$ cat src/rtl/fbs_pkg.sv
// Purpose: constants for the flow-through burst memory control block
// Assumes: one clock at 25 MHz, synchronous active-high reset
// Notes: Functional notes list the behaviour kept by the control logic
package fbs_pkg;
   localparam int FBS_ADDR_W = 20;
   localparam int FBS_DATA_W = 18;
   localparam int FBS_LANE_W = 9;
   localparam int FBS_FIFO_DEPTH = 16;
   localparam logic [1:0] FBS_BURST_ZERO = 2'h0;
   localparam logic [1:0] FBS_BURST_ONE = 2'h1;
   localparam logic [1:0] FBS_LANE_NONE = 2'h0;
   localparam logic [1:0] FBS_LANE_ALL = 2'h3;
   // access state, gray coded along idle -> read -> write -> snooze
   typedef enum logic [1:0] {
      FBS_IDLE  = 2'b00,
      FBS_READ  = 2'b01,
      FBS_WRITE = 2'b11,
      FBS_SNOOZE = 2'b10
   } fbs_state_e;
endpackage

$ cat src/rtl/fbs_fifo.sv
// Purpose: small synchronous fifo for write data
// Assumes: single clock, synchronous active-high reset
// Notes: read data come from a register; full and empty are exact
`timescale 1ns/1ps
module fbs_fifo #(
   parameter int WIDTH = 18,
   parameter int DEPTH = 16
) (
   input wire logic clk_sys_i, // system clock
   input wire logic sys_rst_i, // sync reset
   input wire logic in_valid_i, // write side valid
   output logic in_ready_o, // write side ready
   input wire logic [WIDTH-1:0] in_data_i, // write data
   output logic out_valid_o, // read side valid
   input wire logic out_ready_i, // read side ready
   output logic [WIDTH-1:0] out_data_o // read data
);
   localparam int AW = $clog2(DEPTH);
   logic [WIDTH-1:0] mem [DEPTH];
   logic [AW-1:0] wr_ptr;
   logic [AW-1:0] rd_ptr;
   logic [AW:0] count;
   logic push;
   logic pop;
   logic mem_valid;

   // handshake terms
   assign in_ready_o = (count != (AW+1)'(DEPTH));
   assign push = in_valid_i && in_ready_o;
   assign mem_valid = (count != '0);
   assign pop = mem_valid && (!out_valid_o || out_ready_i);

   // storage
   always_ff @(posedge clk_sys_i) begin
      if (push) begin
         mem[wr_ptr] <= in_data_i;
      end
   end

   // pointers and fill level
   always_ff @(posedge clk_sys_i) begin
      if (sys_rst_i) begin
         wr_ptr <= '0;
         rd_ptr <= '0;
         count <= '0;
      end else begin
         if (push) begin
            wr_ptr <= wr_ptr + AW'(1);
         end
         if (pop) begin
            rd_ptr <= rd_ptr + AW'(1);
         end
         count <= count + (AW+1)'(push) - (AW+1)'(pop);
      end
   end

   // registered output stage
   always_ff @(posedge clk_sys_i) begin
      if (sys_rst_i) begin
         out_valid_o <= 1'b0;
         out_data_o <= '0;
      end else if (pop) begin
         out_valid_o <= 1'b1;
         out_data_o <= mem[rd_ptr];
      end else if (out_ready_i) begin
         out_valid_o <= 1'b0;
      end
   end
endmodule

$ cat src/rtl/fbs_ctrl.sv
// Purpose: control logic of a flow-through burst synchronous memory
// Assumes: pins sampled on clk_sys_i; array side drains write data from a fifo
// Notes: array storage sits outside; this block issues word address and lane strobes
`timescale 1ns/1ps
module fbs_ctrl
   import fbs_pkg::*;
#(
   parameter int ADDR_W = FBS_ADDR_W,
   parameter int DEPTH = FBS_FIFO_DEPTH
) (
   input wire logic clk_sys_i, // system clock
   input wire logic sys_rst_i, // sync reset
   input wire logic [ADDR_W-1:0] addr_i, // external address
   input wire logic master_select_n_i, // master chip select
   input wire logic select_hi_i, // active high select
   input wire logic select_lo_n_i, // active low select
   input wire logic proc_addr_strobe_n_i, // processor strobe
   input wire logic ctrl_addr_strobe_n_i, // controller strobe
   input wire logic burst_advance_n_i, // burst advance
   input wire logic global_write_enable_n_i, // global write
   input wire logic byte_gate_n_i, // byte gate
   input wire logic lane_a_write_n_i, // lane a write
   input wire logic lane_b_write_n_i, // lane b write
   input wire logic output_enable_n_i, // output enable
   input wire logic burst_order_select_i, // 1 interleaved, 0 linear
   input wire logic sleep_request_i, // snooze request
   input wire logic [FBS_DATA_W-1:0] dq_in_i, // data pins in
   output logic [FBS_DATA_W-1:0] dq_out_o, // data pins out
   output logic [1:0] dq_oe_n_o, // per lane enable, low drives
   input wire logic [FBS_DATA_W-1:0] rd_data_i, // array read data
   output logic [ADDR_W-1:0] mem_addr_o, // array word address
   output logic wr_valid_o, // array write valid
   input wire logic wr_ready_i, // array write ready
   output logic [FBS_DATA_W-1:0] wr_data_o, // array write data
   output logic [1:0] wr_lanes_o, // array lane mask
   output logic snooze_o, // snooze state
   output logic busy_o // write stalled by full fifo
);
   localparam int FW = FBS_DATA_W + 2 + ADDR_W;
   fbs_state_e state;
   logic [ADDR_W-1:0] base_addr;
   logic [1:0] start_bits;
   logic [1:0] step;
   logic selected_now;
   logic any_strobe;
   logic proc_start;
   logic ctrl_start;
   logic deselect;
   logic advance;
   logic [1:0] lanes;
   logic is_write;
   logic [1:0] next_step;
   logic [1:0] low_bits;
   logic [ADDR_W-1:0] cur_addr;
   logic load;
   logic stepping;
   logic [ADDR_W-1:0] next_base;
   logic [1:0] next_start;
   logic [1:0] next_count;
   logic [1:0] next_low;
   logic beat_write;
   logic fifo_in_ready;
   logic fifo_out_valid;
   logic [FW-1:0] fifo_out;

   // -------------------------------------------------
   // strobe and select decode
   // -------------------------------------------------
   // select qualification on the sampling edge
   assign selected_now = !master_select_n_i && select_hi_i && !select_lo_n_i;
   assign any_strobe = !proc_addr_strobe_n_i || !ctrl_addr_strobe_n_i;
   // processor strobe blocked by inactive master select
   assign proc_start = !proc_addr_strobe_n_i && !master_select_n_i && selected_now;
   assign ctrl_start = !ctrl_addr_strobe_n_i && proc_addr_strobe_n_i
                       && selected_now;
   // controller strobe, or processor strobe with master select active, seen but selects not all active: go to standby
   assign deselect = ((!proc_addr_strobe_n_i && !master_select_n_i)
                      || !ctrl_addr_strobe_n_i) && !selected_now;
   assign advance = !burst_advance_n_i && proc_addr_strobe_n_i
                    && ctrl_addr_strobe_n_i;

   // -------------------------------------------------
   // write enable decode
   // -------------------------------------------------
   always_comb begin
      if (!global_write_enable_n_i) begin
         lanes = FBS_LANE_ALL;
      end else if (!byte_gate_n_i) begin
         lanes = {!lane_b_write_n_i, !lane_a_write_n_i};
      end else begin
         lanes = FBS_LANE_NONE;
      end
   end
   assign is_write = (lanes != FBS_LANE_NONE);

   // -------------------------------------------------
   // burst address generation
   // -------------------------------------------------
   assign next_step = step + FBS_BURST_ONE;
   // upper bits kept; only two low bits follow the burst order
   always_comb begin
      if (burst_order_select_i) begin
         low_bits = start_bits ^ step;
      end else begin
         low_bits = start_bits + step;
      end
   end
   assign cur_addr = {base_addr[ADDR_W-1:2], low_bits};

   // load and step qualifiers, nothing taken while asleep
   assign load = !sleep_request_i && any_strobe && (proc_start || ctrl_start);
   assign stepping = !sleep_request_i && advance && state != FBS_IDLE;

   // next burst address, so the array sees it in the cycle it is registered
   always_comb begin
      next_base = base_addr;
      next_start = start_bits;
      next_count = step;
      if (load) begin
         next_base = addr_i;
         next_start = addr_i[1:0];
         next_count = FBS_BURST_ZERO;
      end else if (stepping) begin
         next_count = next_step;
      end
      if (burst_order_select_i) begin
         next_low = next_start ^ next_count;
      end else begin
         next_low = next_start + next_count;
      end
   end

   // address register and step count
   always_ff @(posedge clk_sys_i) begin
      if (sys_rst_i) begin
         base_addr <= '0;
         start_bits <= FBS_BURST_ZERO;
         step <= FBS_BURST_ZERO;
      end else begin
         base_addr <= next_base;
         start_bits <= next_start;
         step <= next_count;
      end
   end

   // -------------------------------------------------
   // access state
   // -------------------------------------------------
   always_ff @(posedge clk_sys_i) begin
      if (sys_rst_i) begin
         state <= FBS_IDLE;
      end else begin
         case (state)
            FBS_SNOOZE: begin
               if (!sleep_request_i) begin
                  state <= FBS_IDLE;
               end
            end
            default: begin
               if (sleep_request_i) begin
                  state <= FBS_SNOOZE;
               end else if (proc_start) begin
                  state <= FBS_READ;
               end else if (ctrl_start) begin
                  state <= is_write ? FBS_WRITE : FBS_READ;
               end else if (deselect) begin
                  state <= FBS_IDLE;
               end else if (state != FBS_IDLE && proc_addr_strobe_n_i
                            && ctrl_addr_strobe_n_i) begin
                  state <= is_write ? FBS_WRITE : FBS_READ;
               end
            end
         endcase
      end
   end

   // -------------------------------------------------
   // write path through fifo
   // -------------------------------------------------
   // a write beat: controller start with write, or continuing write edge
   assign beat_write = !sleep_request_i && is_write
                       && (ctrl_start || (state != FBS_IDLE && state != FBS_SNOOZE
                           && proc_addr_strobe_n_i && ctrl_addr_strobe_n_i));

   fbs_fifo #(
      .WIDTH(FW),
      .DEPTH(DEPTH)
   ) u_fifo (
      .clk_sys_i(clk_sys_i),
      .sys_rst_i(sys_rst_i),
      .in_valid_i(beat_write),
      .in_ready_o(fifo_in_ready),
      .in_data_i({dq_in_i, lanes, ctrl_start ? addr_i : cur_addr}),
      .out_valid_o(fifo_out_valid),
      .out_ready_i(wr_ready_i),
      .out_data_o(fifo_out)
   );
   assign wr_valid_o = fifo_out_valid;
   assign wr_data_o = fifo_out[FW-1 -: FBS_DATA_W];
   assign wr_lanes_o = fifo_out[ADDR_W +: 2];

   // stall flag when a write beat meets a full fifo
   always_ff @(posedge clk_sys_i) begin
      if (sys_rst_i) begin
         busy_o <= 1'b0;
      end else begin
         busy_o <= beat_write && !fifo_in_ready;
      end
   end

   // -------------------------------------------------
   // read path and pin drive
   // -------------------------------------------------
   // array address follows the registered burst address
   always_ff @(posedge clk_sys_i) begin
      if (sys_rst_i) begin
         mem_addr_o <= '0;
         snooze_o <= 1'b0;
      end else begin
         mem_addr_o <= {next_base[ADDR_W-1:2], next_low};
         snooze_o <= sleep_request_i;
      end
   end

   // array data registered onto the pins, presented one cycle after the access cycle
   always_ff @(posedge clk_sys_i) begin
      if (sys_rst_i) begin
         dq_out_o <= '0;
      end else begin
         dq_out_o <= rd_data_i;
      end
   end

   // pin enable: read state, output enable low, not asleep
   always_ff @(posedge clk_sys_i) begin
      if (sys_rst_i) begin
         dq_oe_n_o <= FBS_LANE_ALL;
      end else if (state == FBS_READ && !output_enable_n_i
                   && !sleep_request_i) begin
         dq_oe_n_o <= FBS_LANE_NONE;
      end else begin
         dq_oe_n_o <= FBS_LANE_ALL;
      end
   end
   // output enable, sleep and burst order are used as levels without edge qualification
endmodule

$ cat config.mk
export PLATFORM = sky130hd
export DESIGN_NAME = fbs_ctrl
export DESIGN_NICKNAME = d
export VERILOG_FILES = /design/src/rtl/fbs_pkg.sv /design/src/rtl/fbs_fifo.sv /design/src/rtl/fbs_ctrl.sv
export SDC_FILE = /design/constraint.sdc
export NUM_CORES = 1
export LEC_CHECK = 0
export BUFFER_PORTS_ARGS = -buffer_cell sky130_fd_sc_hd__buf_2
export CORE_ASPECT_RATIO = 0.6
export CORE_MARGIN = 5
export CORE_UTILIZATION = 65
export CTS_CLUSTER_DIAMETER = 30
export DETAILED_ROUTE_END_ITERATION = 8
export PLACE_DENSITY = 0.81
export SKIP_LAST_GASP = 1
export SYNTH_ARGS = -nofsm -noshare
export SYNTH_HDL_FRONTEND = slang
export SYNTH_HIERARCHICAL = 1
export SYNTH_SLANG_ARGS = --single-unit
$ cat constraint.sdc
create_clock -name clk_sys_i -period 16 [get_ports clk_sys_i]
set_input_delay 4 -clock clk_sys_i [delete_from_list [all_inputs] [get_ports clk_sys_i]]
set_output_delay 4 -clock clk_sys_i [all_outputs]
set_load 0.02 [all_outputs]
**Word level (Yosys, flattened, before mapping)**

Memory sizes are Yosys's and may differ from the RTL's. A register that Yosys moved wholly into a read port is not among the register bits.
Index checks and enable logic that the tools add are counted.

- Word-level logic and storage cells: 99
- Output and inout bits: 63
- Bits in latches: 0
- Bits in writable memories: 640
- Register bits: 82
- Bits in read-only memories: 0
- Bits of input ports: 72
- Memories kept: 1

Memory list:

| name | depth | bits a word | read ports | clocked after memory_dff | wr ports | RTL line | text |
|---|---|---|---|---|---|---|---|
| u_fifo.mem | 16 | 40 | 1 | 1 | 1 | fbs_fifo.sv:19 | `logic [WIDTH-1:0] mem [DEPTH];` |

- Muxes and demuxes: 22
- Add/sub/neg operators: 7
- $lt $le $gt $ge: 0
- Reductions and logical operators: 48
- Multiply operators: 0
- Shift-type cells: 0
- Div/mod/pow operators: 0
- Equal/unequal tests: 5
- Bitwise operators: 2

Operator list:

| operator | number |
|---|---|
| $mux W20 | 2 |
| $mux W2 | 16 |
| $logic_and A1 B1 Y1 | 25 |
| $logic_not A1 Y1 | 12 |
| $add A4 B1 Y4 const B | 2 |
| $reduce_bool A2 Y1 | 3 |
| $reduce_bool A6 Y1 | 1 |
| $add A5 B1 Y5 | 1 |
| $logic_or A1 B1 Y1 | 5 |
| $ne A5 B5 Y1 const B | 1 |
| $reduce_bool A5 Y1 | 1 |
| $sub A5 B1 Y5 | 1 |
| $add A2 B2 Y2 | 2 |
| $mux W1 | 4 |
| $ne A2 B2 Y1 const B | 2 |
| $xor A2 B2 Y2 | 2 |
| $add A2 B1 Y2 const B | 1 |
| $eq A2 B1 Y1 const B | 1 |
| $eq A2 B2 Y1 const B | 1 |
| $reduce_and A2 Y1 | 1 |

**Depth between registers and ports, before layout**

Gate-level depths: netlist of run 1.

- Depth after elaboration: 11
- Gate-level depth with buffers: 16
- Gate-level depth less buffers: 15

**By module**

The synthesis of run 1 kept the hierarchy.

By module, submodules not included:

| module | cells each | sequential area each (µm²) | area an instance (µm²) | instances |
|---|---|---|---|---|
| fbs_fifo | 1170 | 20299.5 | 26196.4 | 1 |
| fbs_ctrl | 207 | 940.9 | 1959.4 | 1 |

**Least setup slack after synthesis of run 1**

No wires, ideal clock.

- Kind: input to register
- Start point: input port master_select_n_i
- End point: memory u_fifo/mem[0][0] (netlist bit) (enable)
- Path buffers: 1
- Stages on the path: 8
- Required time: 15.513 ns
- Arrival: 7.929 ns
- Library setup time: 0.487 ns
- Path slack: 7.584 ns
- Cells stage by stage: nor3b_4 nand3b_1 a22o_1 nor2_1 and2_1 clkbuf_1 nand2_1 nor3_1

- Word-level cells in the longest chain between the ends: 9

RTL lines:

| element | RTL line | text |
|---|---|---|
| start: declaration | fbs_ctrl.sv:14 | `input wire logic master_select_n_i,` |
| $logic_not A1 Y1 | fbs_ctrl.sv:70 | `assign selected_now = !master_select_n_i && select_hi_i && !select_lo_n_i;` |
| $logic_and A1 B1 Y1 (2 in series) | fbs_ctrl.sv:70 |  |
| $logic_and A1 B1 Y1 | fbs_ctrl.sv:75 | `&& selected_now;` |
| $logic_or A1 B1 Y1 | fbs_ctrl.sv:182 | `&& (ctrl_start \|\| (state != FBS_IDLE && state != FBS_SNOOZE` |
| $logic_and A1 B1 Y1 | fbs_ctrl.sv:182 |  |
| via beat_write | fbs_ctrl.sv:61 | `logic beat_write;` |
| $logic_and A1 B1 Y1 | fbs_fifo.sv:29 | `assign push = in_valid_i && in_ready_o;` |
| $mux W1 | fbs_fifo.sv:35 | `if (push) begin` |
| $mux W1 (not written as such) | fbs_fifo.sv:36 | `mem[wr_ptr] <= in_data_i;` |
| end: declaration | fbs_fifo.sv:19 |  |

The timed path passes the listed nets, and every way through them passes these cells.

**Final worst setup path of run 1**

- Start point: input port master_select_n_i
- End point: register u_fifo.count[4]

- Word-level cells in the longest chain between the ends: 9

RTL lines:

| element | RTL line | text |
|---|---|---|
| $logic_not A1 Y1 | fbs_ctrl.sv:70 |  |
| $logic_and A1 B1 Y1 (2 in series) | fbs_ctrl.sv:70 |  |
| $logic_and A1 B1 Y1 | fbs_ctrl.sv:75 |  |
| $logic_or A1 B1 Y1 | fbs_ctrl.sv:182 |  |
| $logic_and A1 B1 Y1 | fbs_ctrl.sv:182 |  |
| via beat_write | fbs_ctrl.sv:61 |  |
| $logic_and A1 B1 Y1 | fbs_fifo.sv:29 |  |
| $add A5 B1 Y5 | fbs_fifo.sv:53 | `count <= count + (AW+1)'(push) - (AW+1)'(pop);` |
| $sub A5 B1 Y5 | fbs_fifo.sv:53 |  |
| end signal: assignment | fbs_fifo.sv:53 |  |
| end: declaration | fbs_fifo.sv:22 | `logic [AW:0] count;` |

The timed path passes the listed nets, and every way through them passes these cells.
A chain may end at the register's enable or synchronous reset.

==> results of run 1 <==
## metrics by stage
stage,hold slack (ns),util,setup WS (ns),instances,total power [mW]
detailed placement,0.448,0.701,9.04,1243,1.74
global route,0.469,0.764,9.42,1324,2.85
CTS,0.456,0.764,9.57,1324,2.75
finish,0.456,0.764,9.53,1324,2.73
global placement,0.441,0.701,9.16,1243,1.73
floorplan,0.442,-,9.03,846,1.63
## power breakdown
part	total [mW]	internal (mW)	switching, mW
Sequential	1.23	1.16	0.0681
Combinational	0.496	0.252	0.244
Clock	1.00	0.573	0.427
Total	2.73	1.99	0.739
## registers in the layout, indices dropped and copies added, names as in the netlist
name,count
mem_addr_o,2
u_fifo/mem,320
u_fifo/count,5
u_fifo/rd_ptr,4
base_addr,18
snooze_o,1
u_fifo/out_valid_o,1
busy_o,1
state,2
step,2
start_bits,2
u_fifo/out_data_o,20
dq_oe_n_o,1
dq_out_o,18
u_fifo/wr_ptr,4
## metal layers
layer,vias up,wire length [um],track usage
li1,3526,-,-
met1,4147,13800,0.372
met2,378,15700,0.393
met3,43,3070,0.0624
met4,0,506,0.0591
met5,-,0,0
## path summary, 6_finish.rpt
| kind | slack [ns] | startpoint | endpoint |
|---|---|---|---|
| min | 0.46 | base_addr[12] | base_addr[12] |
| min reg2reg | 0.46 | base_addr[12] | base_addr[12] |
| max reg2reg | 12.89 | state[0] | u_fifo/count[4] |
| max | 9.53 | master_select_n_i | u_fifo/count[4] |
## worst register-to-register path, stage by stage, from the launching register on
cell      delay, ns
dfxtp_1        0.49
nand3_1        0.14
a22o_1         0.24
nor2_1         0.21
and2_1         0.32
inv_1          0.10
ha_1           0.30
inv_1          0.06
ha_1           0.18
inv_1          0.07
fa_1           0.40
nor2b_1        0.16
o21bai_1       0.09
a21oi_1        0.15
nor3b_1        0.06
## area by class of cell
cell class / count / share of cell area
flip-flops and latches: 401 / 0.634
repair buffers: 152 / 0.0455
inverters: 14 / 0.00297
well taps: 315 / 0.0222
clock inverters: 31 / 0.0169
clock buffers: 50 / 0.0657
multi-input cells: 361 / 0.212
==> results.toml, run 1 <==
[place]
dpl.hpwl_mm = 18.9
port_buffers = 134
gp_congestion = 0.756
place_area_mm2 = 0.0163

[clock_tree]
post-cts-setup-buffers = 0
clock_latency_ns = 0.56
cts_max_path_buffers = 3
htree_levels = 2
tritoncts = "yes"
cts.sinks = 401
post_cts_resized = 0
ctsRootBufferMaster = "clkbuf_16"
cts-buffers-inserted = 44
cts_hold_buffers = 0
path_clk_slew_ns = 0.06

[finish]
multi_input_area_mm2 = 0.00376
diodes = 0
n_fill_cell = 1283
mostFrequentLayoutCell = "edfxtp_1"
syn2layout_area_growth_pct = 15.3
layout-drive-gt1-share = 0.357
nets = 1059
final_area_mm2 = 0.0177
regArea_mm2 = 0.0112
layout_common_cells = "320 x edfxtp_1, 134 x buf_2, 80 x mux4_2, 78 x dfxtp_1, 45 x clkbuf_16"

[critical_path]
cp.arrival_ns = 6.86
critPathBufInv = 4
critPathMaxStageDelay_ns = 0.40
path_max_fanout = 6
critPathMostFrequentCell = "inv_1"
start_kind = "input pin"
cp_num_cells = 16
cp_cell_sequence = "buf_2 -> nor3b_4 -> nand3b_1 -> a22o_1 -> nor2_1 -> and2_1 -> inv_1 -> ha_1 -> inv_1 -> ha_1 -> inv_1 -> fa_1 -> nor2b_1 -> o21bai_1 -> a21oi_1 -> nor3b_1"
endpoint_kind = "register"
cpLargestDelayFamily = "simple AND/OR/NAND/NOR gates"
r2r_cells = 14
worstPathRequired_ns = 16.39
slowest_stage = "fa_1"
criticalPathCategory = "input pin to register"

[drt]
drc_errors = 0
drtAntennaViolNets = 0
routed_wirelength_mm = 33.1
routed-via-count = 8094
first_iter_violations = 869
wl_per_cell_um = 25.0
viasPerCell = 6.11
first_pass_iters = 7

[die]
ioPinCount = 135
die_area_mm2 = 0.0269
initial_core_util = 0.662
die_y_um = 129
die_w_um = 208
rows = 43
core-area_mm2 = 0.0232

[sta]
final_hold_viol_count = 0
clock-skew-final_ns = 0.0372
finalMaxSlewViolations = 0
relSlewSlack = 0.0908
finalSetupViolations = 0
worst_pin_slew_ns = 1.36
min_period_ns = 6.47
rsz0062_at_grt = "false"
setup-tns-final_ns = 0
finalCritPeriodShare = 0.404
fmax_mhz = 155

[synth]
yosysWarningCount = 6
synth.avg_cell_area_um2 = 18.2
synth_area_mm2 = 0.0154
syn_inst = 846
syn_nets = 931

[global_routing]
grt_pass1_wl_mm = 50.7
grt_max_degree = 65
grt_pass1_vias = 8256
antenna_found_initial = 0
grtUsageTotal = 0.252
grt_overflow = 0

[power]
powerDensity_mw_per_mm2 = 154
vdd_ir_drop_max_mv = 0.101
p_leak_nw = 6.05

[worst_hold_path]
min_path_cells = 2
hp-class = "register to register"

[status]
status = "finished, final reports clean"

[job]
cap_viol_max_count = 0
Note: power is estimated with default switching activity, not from simulation.
==> run 2: changes to the inputs <==
CORE_UTILIZATION = 57   (was 65)
PLACE_DENSITY = 0.75   (was 0.81)
clock period = 5.6 ns   (was 16 ns; I/O delays follow)
==> results.toml, run 2 (synthesis gave the netlist of run 1 again) <==
[clock_tree]
clock_latency_ns = 0.55
htree_levels = 2
cts_hold_buffers = 0
cts.sinks = 401
post_cts_resized = 0
post-cts-setup-buffers = 0
cts-buffers-inserted = 46
cts_max_path_buffers = 3
path_clk_slew_ns = 0.06
ctsRootBufferMaster = "clkbuf_16"
tritoncts = "yes"

[critical_path]
critPathMostFrequentCell = "inv_1"
cp.arrival_ns = 4.15
worstPathRequired_ns = 6.00
critPathBufInv = 4
criticalPathCategory = "input pin to register"
cp_cell_sequence = "buf_2 -> nor3b_4 -> nand3b_1 -> a22o_1 -> nor2_1 -> and2_1 -> inv_1 -> ha_1 -> inv_1 -> ha_1 -> inv_1 -> fa_1 -> nor2b_1 -> o21bai_1 -> a21oi_1 -> nor3b_1"
cpLargestDelayFamily = "simple AND/OR/NAND/NOR gates"
start_kind = "input pin"
endpoint_kind = "register"
slowest_stage = "fa_1"
critPathMaxStageDelay_ns = 0.40
path_max_fanout = 6

[place]
gp_congestion = 0.765
place_ws_ns = 1.30
port_buffers = 134
dpl.hpwl_mm = 19.1
dp.cells = 1294

[global_routing]
grt_max_degree = 65
antenna_found_initial = 0
grt_pass1_vias = 8007
grt_overflow = 0
grtUsageTotal = 0.206
grt_pass1_wl_mm = 47.3

[sta]
rsz0062_at_grt = "false"
layout_setup_ws_ns = 1.86
relSlewSlack = 0.161
finalSetupViolations = 0
clock-skew-final_ns = 0.0156
finalMaxSlewViolations = 0
hold-worst-slack_ns = 0.455
worst_pin_slew_ns = 1.26
finalCritPeriodShare = 0.669
fmax_mhz = 267
setup-tns-final_ns = 0
final_hold_viol_count = 0
min_period_ns = 3.74

[die]
core-area_mm2 = 0.0265
rows = 46
die_area_mm2 = 0.0304
initial_core_util = 0.580
die_w_um = 222
ioPinCount = 135
die_y_um = 137

[power]
switching_share = 0.257
vdd_ir_drop_max_mv = 0.294
p_clk_frac = 0.394
p_sw_mw = 2.09
powerDensity_mw_per_mm2 = 450
p_leak_nw = 6.16
intPower_mw = 6.02
p_seq_frac = 0.434
combPwrFrac = 0.172

[finish]
layout-drive-gt1-share = 0.364
syn2layout_area_growth_pct = 17.3
stdcell_count = 1379
diodes = 0
regMostFlops = "u_fifo/mem"
mostFrequentLayoutCell = "edfxtp_1"
nets = 1067
largestRegisters = "u_fifo/mem: 320 flops, u_fifo/out_data_o: 20 flops"
layout_common_cells = "320 x edfxtp_1, 134 x buf_2, 80 x mux4_2, 78 x dfxtp_1, 47 x clkbuf_16"
largest_reg_flops = 320

[drt]
drc_errors = 0
first_iter_violations = 774
routed-via-count = 7815
routed_wirelength_mm = 30.5
wl_per_cell_um = 22.1
viasPerCell = 5.67
first_pass_iters = 5
drtAntennaViolNets = 0

[job]
cap_viol_max_count = 0

[status]
status = "finished, final reports clean"

[worst_hold_path]
hp-class = "register to register"
-- run 2: worst min-delay path, stage by stage (launching register included) --
cell	delay (ns)
dfxtp_1	0.31
nand2_1	0.05
a21oi_1	0.05
-- run 2: through the flow --
stage               area [um^2]  power (mW)  utilization
finish                    18000        8.10        0.681
global route              18000        8.47        0.681
CTS                       18000        8.20        0.681
detailed placement        16400        4.99        0.618
global placement          16400        4.96        0.618
floorplan                 15400        4.66            -
-- run 2: path summary, 6_finish.rpt --
| check | endpoint | depth (start not counted) | startpoint | slack [ns] |
|---|---|---|---|---|
| setup / recovery | u_fifo/count[4] | 16 | master_select_n_i | 1.86 |
| hold / removal | base_addr[13] | 2 | base_addr[13] | 0.45 |
| setup reg to reg | u_fifo/count[4] | 14 | state[0] | 2.66 |
| hold reg to reg | base_addr[13] | 2 | base_addr[13] | 0.45 |
-- run 2: final cells by class --
class / count / area (um^2)
Tap cell: 360 / 450
Multi-Input combinational cell: 361 / 3760
Clock inverter: 33 / 439
Fill cell: 1762 / 8460
Sequential cell: 401 / 11200
Timing Repair Buffer: 158 / 851
Clock buffer: 52 / 1220
Inverter: 14 / 52.6
-- run 2: power groups by stage --
stage                     sequential [mW]  combinational [mW]  clock (mW)
after global placement               3.58                1.38           0
after floorplan                      3.53                1.13           0
after global routing                 3.55                1.52        3.41
after detailed placement             3.59                1.40           0
final                                3.52                1.39        3.20
after CTS                            3.53                1.41        3.26
-- run 2: layer usage --
| layer | GRT usage | vias up | part of all wire |
|---|---|---|---|
| li1 | - | 3550 | - |
| met1 | 0.306 | 3967 | 0.45 |
| met2 | 0.317 | 264 | 0.46 |
| met3 | 0.0478 | 34 | 0.074 |
| met4 | 0.0476 | 0 | 0.013 |
| met5 | 0 | - | 0 |
==> run 3: changes to the inputs <==
CORE_UTILIZATION = 63   (was 57)
PLACE_DENSITY = 0.78   (was 0.75)
clock period = 3.68 ns   (was 5.6 ns; I/O delays follow)
==> results.toml, run 3 (synthesis gave the netlist of run 1 again) <==
[finish]
nets = 1075
multi_input_area_mm2 = 0.00379
diodes = 0
n_fill_cell = 1451
regMostFlops = "u_fifo/mem"
fin_util = 0.746
regArea_mm2 = 0.0112
largest_reg_flops = 320
layout_common_cells = "320 x edfxtp_1, 134 x buf_2, 80 x mux4_2, 78 x dfxtp_1, 45 x clkbuf_16"
layout-drive-gt1-share = 0.365
mostFrequentLayoutCell = "edfxtp_1"
syn2layout_area_growth_pct = 17.1
largestRegisters = "u_fifo/mem: 320 flops, u_fifo/out_data_o: 20 flops"

[power]
powerDensity_mw_per_mm2 = 667
vdd_ir_drop_max_mv = 0.595
p_leak_nw = 6.14
finalPower_mw = 12.0

[global_routing]
antenna_found_initial = 0
grt_use_met3 = 0.0546
use_met2 = 0.367
grt_max_degree = 61
grtUsageTotal = 0.242
top_usage_layer = "met1"
grt_overflow = 0
met1_usage = 0.367
grt_pass1_wl_mm = 49.8
grt_pass1_vias = 8332

[worst_hold_path]
hp-class = "register to register"

[critical_path]
critPathBufInv = 4
criticalPathCategory = "input pin to register"
worstPathRequired_ns = 4.08
start_kind = "input pin"
cp_cell_sequence = "buf_2 -> nor3b_4 -> nand3b_1 -> a22o_1 -> nor2_1 -> and2_1 -> inv_1 -> ha_1 -> inv_1 -> ha_1 -> inv_1 -> fa_1 -> nor2b_1 -> o21bai_1 -> a21oi_1 -> nor3b_1"
slowest_stage = "fa_1"
critPathMostFrequentCell = "inv_1"
cpLargestDelayFamily = "simple AND/OR/NAND/NOR gates"
cp.arrival_ns = 3.43
path_max_fanout = 3
endpoint_kind = "register"
critPathMaxStageDelay_ns = 0.41

[clock_tree]
cts-buffers-inserted = 44
cts_max_path_buffers = 3
clock_latency_ns = 0.55
cts.sinks = 401
path_clk_slew_ns = 0.06
htree_levels = 2
tritoncts = "yes"
post_cts_resized = 0
cts_hold_buffers = 0
post-cts-setup-buffers = 0
ctsRootBufferMaster = "clkbuf_16"

[drt]
drtAntennaViolNets = 0
first_iter_violations = 844
drc_errors = 0
viasPerCell = 6.05
wl_per_cell_um = 24.0
routed_wirelength_mm = 32.3
first_pass_iters = 7
routed-via-count = 8138

[sta]
setup-tns-final_ns = 0
finalCritPeriodShare = 0.821
min_period_ns = 3.02
clock-skew-final_ns = 0.0121
fmax_mhz = 331
worst_pin_slew_ns = 0.990
finalSetupViolations = 0
rsz0062_at_grt = "false"
relSlewSlack = 0.338
hold-worst-slack_ns = 0.454
final_hold_viol_count = 0
finalMaxSlewViolations = 0

[die]
die_w_um = 212
rows = 44
core-area_mm2 = 0.0241
ioPinCount = 135
die_y_um = 131
initial_core_util = 0.637
die_area_mm2 = 0.0277

[status]
status = "finished, final reports clean"

[place]
dpl.hpwl_mm = 19.5
port_buffers = 134
gp_congestion = 0.822

[job]
cap_viol_max_count = 0
-- run 3: power breakdown --
group          leakage (nW)  internal [mW]  switching [mW]
Sequential             3.55           5.06           0.255
Combinational          1.87           1.13            1.09
Clock                 0.726           2.60            1.87
Total                  6.14           8.79            3.21
-- run 3: layout make-up --
type,count,share of cell area
sequential,401,0.625
multi-input combinational,361,0.211
clock buffer,48,0.0633
timing repair buffer,168,0.0557
tap,322,0.0224
clock inverter,32,0.0201
inverter,14,0.00292
-- run 3: tightest hold or removal path, stage by stage, from the launching register on --
cell and delay [ns]:
dfxtp_1 0.31, nand2_1 0.05, a21oi_1 0.05
-- run 3: path summary, 6_finish.rpt --
kind | startpoint | end | slack [ns] | cells after the start
hold / removal | base_addr[13] | base_addr[13] | 0.45 | 2
setup / recovery | master_select_n_i | u_fifo/count[4] | 0.66 | 16
hold reg to reg | base_addr[13] | base_addr[13] | 0.45 | 2
setup reg to reg | u_fifo/count[3] | u_fifo/count[4] | 0.79 | 13
-- run 3: per-layer routing --
layer	vias up	share of wire
met2	350	0.46
li1	3570	-
met5	-	0
met4	0	0.017
met1	4178	0.44
met3	40	0.083
-- run 3: stage by stage --
step	setup slack, ns	area, um^2	std cells
after floorplan	0.0562	15400	846
after global placement	0.182	16500	1266
after detailed placement	0.109	16500	1266
after CTS	0.682	18000	1346
after global routing	0.396	18000	1346
final	0.657	18000	1346
